--- config.mk ---
export PLATFORM = sky130hd
export DESIGN_NAME = pcgc_top
export DESIGN_NICKNAME = d
export VERILOG_FILES = /design/src/pcgc_top.v /design/src/pcgc_periph_gate.v
export VERILOG_INCLUDE_DIRS = /design/src
export SDC_FILE = /design/constraint.sdc
export NUM_CORES = 1
export LEC_CHECK = 0
export BUFFER_PORTS_ARGS = -buffer_cell sky130_fd_sc_hd__buf_2
export CORE_AREA = 2 2 126 128
export DETAILED_ROUTE_END_ITERATION = 6
export DIE_AREA = 0 0 128 130
export GPL_TIMING_DRIVEN = 0
export PLACE_DENSITY = 0.62
export SLEW_MARGIN = 0
export SYNTH_ARGS = -nofsm -noshare
export SYNTH_HDL_FRONTEND = slang
export SYNTH_SLANG_ARGS = --single-unit
export TNS_END_PERCENT = 5
--- constraint.sdc ---
create_clock -name sys_clk -period 3.2 [get_ports sys_clk]
set_input_delay 0.32 -clock sys_clk [delete_from_list [all_inputs] [get_ports sys_clk]]
set_output_delay 0.32 -clock sys_clk [all_outputs]
set_load 0.02 [all_outputs]
--- src/pcgc_defs.vh ---
// pcgc_defs.vh: constants for the peripheral clock gate control block
// assumes inclusion by bare name from the design files
`ifndef PCGC_DEFS_VH
`define PCGC_DEFS_VH
`define PCGC_CTRL_ADDR 32'h019C0200
`define PCGC_CTRL_RESET 32'h00000000
`define PCGC_NUM_PERIPH 5
`define PCGC_BIT_DMA 0
`define PCGC_BIT_EXT_MEM 1
`define PCGC_BIT_SP0 2
`define PCGC_BIT_SP1 3
`define PCGC_BIT_SP2 4
`define PCGC_FIELD_MASK 32'h0000001F
`define PCGC_WAKE_CYCLES 5
`define PCGC_INVALID_DATA 32'hDEADBEEF
`endif

--- src/pcgc_top.v ---
// pcgc_top.v: memory-mapped peripheral clock gate control register
// assumes a simple single-cycle processor register port on sys_clk
// Functional notes
// RQ1 - bit 0 set stops the dma controller clock, clear lets it run.
// RQ2 - bit 1 set stops the external memory interface clock, clear lets it run.
// RQ3 - bit 2 set stops serial port 0 clock, clear lets it run.
// RQ4 - bit 3 set stops serial port 1 clock, clear lets it run.
// RQ5 - bit 4 set stops serial port 2 clock, clear lets it run.
// RQ6 - a gated peripheral stops entirely until its bit clears.
// RQ7 - writes to a gated peripheral's registers are discarded.
// RQ8 - reads from a gated peripheral return undefined data.
// RQ9 - software waits at least 5 cycles after re-enabling before access.
// RQ10 - each gate can be entered and left any time by rewriting its bit.
// RQ11 - software should not gate a peripheral still in use.
// RQ12 - the control register sits at byte address 019C0200h.
// RQ13 - reset clears all gate bits, and bits 31 to 5 read zero and ignore writes.
`timescale 1ns/1ps
`include "pcgc_defs.vh"
module pcgc_top #(
    parameter NUM_PERIPH = `PCGC_NUM_PERIPH,
    parameter WAKE_CYCLES = `PCGC_WAKE_CYCLES
) (
    input wire sys_clk,
    input wire rst_b,
    input wire cpu_sel,
    input wire cpu_wr,
    input wire [31:0] cpu_addr,
    input wire [31:0] cpu_wdata,
    output reg [31:0] cpu_rdata_r,
    output reg cpu_rvalid_r,
    input wire [NUM_PERIPH-1:0] per_wr,
    input wire [NUM_PERIPH-1:0] per_rd,
    input wire [32*NUM_PERIPH-1:0] per_rdata,
    output reg [NUM_PERIPH-1:0] per_clk_en_r,
    output reg [NUM_PERIPH-1:0] per_wr_pass_r,
    output reg [NUM_PERIPH-1:0] per_ready_r,
    output reg [31:0] per_rdata_out_r,
    output reg per_rvalid_r,
    output reg [NUM_PERIPH-1:0] clock_off_out_r
);
    reg rst_meta_r;
    reg rst_b_sync;
    reg [NUM_PERIPH-1:0] ctrl_r;
    reg [31:0] mux_data;
    reg any_rd;
    wire [NUM_PERIPH-1:0] clk_en_w;
    wire [NUM_PERIPH-1:0] wr_pass_w;
    wire [NUM_PERIPH-1:0] ready_w;
    wire ctrl_hit;
    integer i;
    localparam [31:0] CTRL_RESET = `PCGC_CTRL_RESET;

    always @(posedge sys_clk or negedge rst_b) begin
        if (!rst_b) begin
            rst_meta_r <= 1'b0;
            rst_b_sync <= 1'b0;
        end else begin
            rst_meta_r <= 1'b1;
            rst_b_sync <= rst_meta_r;
        end
    end

    assign ctrl_hit = cpu_sel & (cpu_addr == `PCGC_CTRL_ADDR); // [RQ12]

    // one gating bit per peripheral: dma, ext mem if, serial ports 0..2
    always @(posedge sys_clk or negedge rst_b_sync) begin
        if (!rst_b_sync) begin
            ctrl_r <= CTRL_RESET[NUM_PERIPH-1:0]; // [RQ13]
            cpu_rdata_r <= 32'h00000000;
            cpu_rvalid_r <= 1'b0;
        end else begin
            cpu_rvalid_r <= ctrl_hit & ~cpu_wr;
            if (ctrl_hit && cpu_wr) begin
                ctrl_r <= cpu_wdata[NUM_PERIPH-1:0]; // [RQ1] [RQ2] [RQ3] [RQ4] [RQ5] [RQ10]
            end
            if (ctrl_hit && !cpu_wr) begin
                cpu_rdata_r <= {{(32-NUM_PERIPH){1'b0}}, ctrl_r}; // [RQ13]
            end
        end
    end

    genvar g;
    generate
        for (g = 0; g < NUM_PERIPH; g = g + 1) begin : gen_gate
            pcgc_periph_gate #(
                .WAKE_CYCLES(WAKE_CYCLES)
            ) u_gate (
                .sys_clk(sys_clk),
                .rst_b_sync(rst_b_sync),
                .clock_off(ctrl_r[g]),
                .per_wr(per_wr[g]),
                .clk_en_r(clk_en_w[g]),
                .wr_pass_r(wr_pass_w[g]),
                .ready_r(ready_w[g])
            );
        end
    endgenerate

    always @* begin
        mux_data = 32'h00000000;
        any_rd = 1'b0;
        for (i = 0; i < NUM_PERIPH; i = i + 1) begin
            if (per_rd[i]) begin
                any_rd = 1'b1;
                if (ctrl_r[i]) begin
                    mux_data = `PCGC_INVALID_DATA; // [RQ8]
                end else begin
                    mux_data = per_rdata[32*i +: 32];
                end
            end
        end
    end

    always @(posedge sys_clk or negedge rst_b_sync) begin
        if (!rst_b_sync) begin
            per_clk_en_r <= {NUM_PERIPH{1'b1}};
            per_wr_pass_r <= {NUM_PERIPH{1'b0}};
            per_ready_r <= {NUM_PERIPH{1'b1}};
            per_rdata_out_r <= 32'h00000000;
            per_rvalid_r <= 1'b0;
            clock_off_out_r <= {NUM_PERIPH{1'b0}};
        end else begin
            per_clk_en_r <= clk_en_w; // [RQ6]
            per_wr_pass_r <= wr_pass_w; // [RQ7]
            per_ready_r <= ready_w; // [RQ9]
            per_rdata_out_r <= mux_data;
            per_rvalid_r <= any_rd;
            clock_off_out_r <= ctrl_r;
        end
    end
endmodule // pcgc_top

--- src/pcgc_periph_gate.v ---
// pcgc_periph_gate.v: per-peripheral gate, write suppression and wake hold-off
// assumes synchronous inputs on sys_clk and an already synchronised reset
`timescale 1ns/1ps
`include "pcgc_defs.vh"
module pcgc_periph_gate #(
    parameter WAKE_CYCLES = `PCGC_WAKE_CYCLES
) (
    input wire sys_clk,
    input wire rst_b_sync,
    input wire clock_off,
    input wire per_wr,
    output reg clk_en_r,
    output reg wr_pass_r,
    output reg ready_r
);
    reg [3:0] wake_cnt_r;
    reg [3:0] wake_cnt_nxt;

    always @* begin
        wake_cnt_nxt = wake_cnt_r;
        if (clock_off) begin
            wake_cnt_nxt = WAKE_CYCLES[3:0];
        end else if (wake_cnt_r != 4'h0) begin
            wake_cnt_nxt = wake_cnt_r - 4'h1;
        end
    end

    always @(posedge sys_clk or negedge rst_b_sync) begin
        if (!rst_b_sync) begin
            clk_en_r <= 1'b1;
            wr_pass_r <= 1'b0;
            ready_r <= 1'b1;
            wake_cnt_r <= 4'h0;
        end else begin
            clk_en_r <= ~clock_off; // [RQ6] [RQ10]
            wr_pass_r <= per_wr & ~clock_off; // [RQ7]
            wake_cnt_r <= wake_cnt_nxt;
            ready_r <= ~clock_off & (wake_cnt_nxt == 4'h0);
        end
    end
endmodule // pcgc_periph_gate

==> Word-level counts from Yosys, hierarchy flattened <==
Index checks and enable logic that the tools add are counted.
{ "word_totals": {"ff_bits": 101, "inputBits": 238, "output_inout_bits": 86, "elab_cells": 93} }
{ "classes": {"add_sub_neg": 5, "eq_ne": 1, "mux": 25, "n_bitwise": 18, "n_reduce_logical": 13} }
{ "ops": {"columns": ["operator", "n"], "rows": [
  ["$mux 32", 10],
  ["$mux 4", 10],
  ["$eq 32x25->1 const B", 1],
  ["$logic_not 4->1", 5],
  ["$reduce_bool 4->1", 5],
  ["$sub 4x1->4 const B", 5],
  ["$and 1x1->1", 12],
  ["$not 1->1", 6],
  ["$mux 1", 5],
  ["$logic_and 1x1->1", 2],
  ["$logic_not 1->1", 1]
]} }

==> Logic depth before layout (Yosys ltp) <==
{ "depth": {"depth_word": 6, "ltp_mapped": 7, "mapped_depth_nobuf": 6} }

==> Modules after synthesis <==
Synthesis repeated with hierarchy kept, for this count alone.
{ "hier_totals": {"cells_unflattened": 476, "area_unflattened_um2": 4914.7} }
{ "by_module_without_submodules": {"columns": ["module", "instances", "cells_each", "area_each_um2", "seq_area_each_um2"], "rows": [
  ["pcgc_top", 1, 326, 3313.2, 1664.1],
  ["pcgc_periph_gate", 5, 30, 320.3, 177.7]
]} }

==> Worst setup path before layout <==
Ideal clock, no wire load.
{ "synth_timing": {"path_kind": "input to register", "startpoint": "input cpu_addr[2]", "endpoint": "register ctrl_r[0]", "setup_time_ps": 125, "arrival_time_ps": 1609, "setup_slack_ps": 1466, "cell_stages": 4, "n_path_buf": 0, "cell_sequence": "nor4_1 nand4_2 nor4_4 mux2_2"} }
{ "synth_between": {"elab_chain_cells": 3} }
{ "synth_rtl": {"columns": ["element", "line", "text"], "rows": [
  ["from (decl)", "pcgc_top.v:27", "input wire [31:0] cpu_addr,"],
  ["$eq 32x25->1 (no line)", null, null],
  ["$and 1x1->1", "pcgc_top.v:63", "assign ctrl_hit = cpu_sel & (cpu_addr == `PCGC_CTRL_ADDR);"],
  ["$logic_and 1x1->1", "pcgc_top.v:73", "if (ctrl_hit && cpu_wr) begin"],
  ["to (signal assigned)", "pcgc_top.v:68", "ctrl_r <= CTRL_RESET[NUM_PERIPH-1:0];"],
  ["to (signal assigned)", "pcgc_top.v:74", "ctrl_r <= cpu_wdata[NUM_PERIPH-1:0];"],
  ["to (decl)", "pcgc_top.v:43", "reg [NUM_PERIPH-1:0] ctrl_r;"]
]} }
Every way passes these cells.
A chain may end at the register's enable or synchronous reset.

==> Worst setup path after layout <==
{ "layout_timing": {"startpoint": "register ctrl_r[1]", "endpoint": "register per_rdata_out_r[6]"} }
{ "layout_between": {"elab_chain_cells": 5} }
{ "layout_rtl": {"columns": ["element", "line", "text"], "rows": [
  ["$mux 32", "pcgc_top.v:105", "if (ctrl_r[i]) begin"],
  ["$mux 32 (4 in series)", "pcgc_top.v:103", "if (per_rd[i]) begin"],
  ["net mux_data[6]", "pcgc_top.v:44", "reg [31:0] mux_data;"],
  ["to (signal assigned)", "pcgc_top.v:126", "per_rdata_out_r <= mux_data;"],
  ["to (decl)", "pcgc_top.v:37", "output reg [31:0] per_rdata_out_r,"]
]} }
The timed path passes the listed nets, and every way through them passes these cells.

==> impl_results.md <==
- Final Cell Area: 0.00680 sq mm
- Peak supply drop: 233 uV
- # nets final: 990
- Arrival time worst endpoint: 2.34 ns
- Synth warn: 0
- Clock power frac: a little under a third
- Core ar.: 0.0154 sq mm
- Max-cap violations: 0
- DRC Markers: 0
- Grt total ovfl: 0
- Synthesized area per cell: 10.9 sq um
- Hold Slack: between 0.15 and 0.2 ns
- Antenna violations before repair: 0
- Layout cells sized above 1: 47.2%
- R2R depth: 5
- Die height: 130 um
- Worst Path Max Fanout: 10
- Antenna diodes: 0
- Most frequent cells in the layout: buf_2, dfrtp_1, o22ai_1, conb_1
- Crit-path slowest cell: dfrtp_1
- Hold Path Cell Cnt: 3
- Peak Freq: 488 MHz
- Reg2reg start: ctrl_r[1]$_DFFE_PN0P_
- Pwr/cell area: 499 mW/mm^2
- DP Cell Count: 927
- Flops & latches, synth: between 100 and 150
- CP peak stage delay: 0.61 ns
- Reg-to-reg endpoint: per_rdata_out_r[6]$_DFF_PN0_
- Pleak: 3.38 nW
- WL final: roughly 17 mm
- Clk_lat worst skew: 0.35 ns
- Worst Hold Launch: per_rdata[157]
- Async SR Flop Fraction: 100%
- Switching Fraction: 30.5%
- Dpl hpwl: 13.3 mm
- Placer Congestion: ~0.83
- Placed Area: 0.00650 sq mm
- Setup Viol. Count Final: 0
- Number of port buffers: 267
- Number of global-route vias before repair: ~4500
- Worst hold-check path type: in2reg
- Slew Viols, Final: 0
- Clock Skew: 0.00635 ns
- Cts hold-fix bufs: 1
- Die Wd: 128 um
- First-pass GRT wire length: 23.7 mm
- CTS tree: done
- Min Tclk post-route: 2.05 ns
- Total CTS buffers: 9
- Crit Path Class: reg2reg
- Netlist cell types: 42
- Htree depth: 3
- Post-synth top flop: dfrtp_1
- Pre-antenna DRT Iters: 4
- Starting Density: between 30 and 40%
- Clock Path Buffers: 2
- Post-CTS sizing: 0
- Clock transition at path regs: 0.07 ns
- Register share of total power: 43.2%
- Root Driver: clkbuf_16
- Worst-path cell chain: nand2b_1, clkbuf_1, o22ai_1, a21oi_1, o22a_1
- Vias: between 4000 and 5000
- Post-route ant nets: 0
- Worst path required time: 3.49 ns
- Num ports: approximately 320
- Cells after Synth: 441
- Power Internal: 0.00236 W
- Max_slew headroom: between 30% and 40%
- WL per Instance: between 15 and 20 um
- Post-CTS setup buffer count: 0
- FF-to-FF setup slack: 1.15 ns
- Final Hold Viols: 0
- Status: finished clean
- Commonest non-fill, non-tap cell in the layout: buf_2
- DR iter-0 viols: 291
- Via-per-instance ratio: between 4 and 5
- All-layer global routing usage: 19.3%
- Final Util: between 40 and 50%
- Largest net degree at the start of global routing: 69
- Non-Filler Instances: 944
- RSZ-0062 raised after global routing: no
- Total clock sinks: approximately 100
- P_sw: around 0.0010 W
- Startpoint Class: flop
- Fin crit share: ~64%
- Comb power frac: 26.1%
- Number of synthesized flops with an enable pin: 0
- Synth Cell Area: 0.00480 sq mm
- Area Growth Syn to Fin: 41.6%
- Die Area: 0.0166 sq mm
- Cell Rows: 46
- Sequential-to-total area share from yosys stat: 53.2%
- Worst Tran Pin Value: 0.958 ns
- Worst Hold End: per_rdata_out_r[29]$_DFF_PN0_
- Element type at the critical path end: flop
==> sequential cells by signal, summed over array words and instances, names as in the netlist <==
name,count
cpu_rvalid_r,1
gen_gate.u_gate.wake_cnt_r,20
gen_gate.u_gate.wr_pass_r,5
per_rvalid_r,1
cpu_rdata_r,5
rst_meta_r,1
clock_off_out_r,5
gen_gate.u_gate.ready_r,5
ctrl_r,5
per_clk_en_r,5
rst_b_sync,1
per_rdata_out_r,32
gen_gate.u_gate.clk_en_r,5
per_wr_pass_r,5
per_ready_r,5
==> logic make-up (layout without fill, tap and decap cells) <==
family          after synthesis  in the layout  synth area share, %
mux                          15             15                 3.39
compound gates              161            161                 23.2
other cells                   2             28                0.157
simple gates                 75             75                 9.73
xor+xnor                      4              4                0.730
flops                       101            101                 53.2
buf+inv                      78            363                 8.27
fa+ha+maj                     5              5                 1.30
==> power groups by stage <==
stage,combinational (W),clock [W],sequential [W]
after CTS,0.000894,0.00108,0.00147
final,0.000885,0.00104,0.00146
after global routing,0.000980,0.00113,0.00148
after floorplan,0.000508,0,0.00154
after global placement,0.000850,0,0.00150
after detailed placement,0.000887,0,0.00149
==> per-stage QoR <==
stage	setup TNS (ns)	worst slack, ns	total power (W)
global route	0	0.945	0.00358
floorplan	0	0.213	0.00205
global placement	-87.11	-1.11	0.00235
finish	0	1.15	0.00339
CTS	0	1.04	0.00344
detailed placement	0	0.815	0.00238
==> per-layer routing <==
metal | routed length, um | global-route usage [%]
met1 | 6430 | 21.3
met2 | 9030 | 37.2
met3 | 1240 | 4.31
met4 | 254 | 5.49
met5 | 0 | 0
==> synthesized netlist by cell type (2+ instances only) <==
master | count | area [sq um]
dfrtp_1 | 81 | 2030
o22ai_1 | 46 | 288
buf_4 | 27 | 203
clkbuf_1 | 26 | 97.6
a21oi_1 | 23 | 115
o21a_1 | 23 | 173
o22a_1 | 23 | 201
inv_1 | 21 | 78.8
dfstp_2 | 20 | 526
o21ai_0 | 18 | 90.1
nor2_1 | 16 | 60.1
nand2_1 | 14 | 52.6
nor2b_1 | 9 | 56.3
nor4_1 | 9 | 56.3
a222oi_1 | 8 | 80.1
a22o_1 | 8 | 70.1
mux2_2 | 7 | 78.8
nor3_1 | 7 | 35.0
a211oi_1 | 5 | 37.5
a31o_2 | 5 | 43.8
ha_1 | 5 | 62.6
mux2i_1 | 5 | 50.1
or3b_2 | 4 | 35.0
xnor2_1 | 4 | 35.0
mux2_1 | 3 | 33.8
buf_1 | 2 | 7.51
buf_2 | 2 | 10.0
conb_1 | 2 | 7.51
nand2b_1 | 2 | 12.5
nor3b_1 | 2 | 15.0
nor4_4 | 2 | 42.5
nor4b_2 | 2 | 30.0
==> cell type report <==
type,instances,area (sq um)
Tap cell,192,240
Multi-Input combinational cell,288,1950
Sequential cell,101,2560
Clock inverter,6,52.6
Timing Repair Buffer,269,1370
Fill cell,1525,8630
Buffer,57,318
Inverter,21,78.8
Clock buffer,10,229
==> critical path: cells and delay by family (launching register included) <==
kind / cells / cell delay (ns)
and+or+nand+nor: 1 / 0.29
DFF: 1 / 0.61
buffers and inverters: 1 / 0.47
AOI/OAI and AO/OA: 3 / 0.63
==> how the worst max path moves through the flow <==
stage,start,to,slack (ns),cells past startpoint
global route,ctrl_r[3]$_DFFE_PN0P_,per_rdata_out_r[5]$_DFF_PN0_,0.95,6
finish,ctrl_r[1]$_DFFE_PN0P_,per_rdata_out_r[6]$_DFF_PN0_,1.15,5
CTS,ctrl_r[2]$_DFFE_PN0P_,per_rdata_out_r[6]$_DFF_PN0_,1.04,7
detailed placement,per_rd[1],per_rdata_out_r[7]$_DFF_PN0_,0.82,7
floorplan,rst_b_sync$_DFF_PN0_,clock_off_out_r[0]$_DFF_PN0_,0.21,0
global placement,rst_b_sync$_DFF_PN0_,per_rdata_out_r[12]$_DFF_PN0_,-1.11,0
No activity file was read; power rests on OpenSTA's default activity.
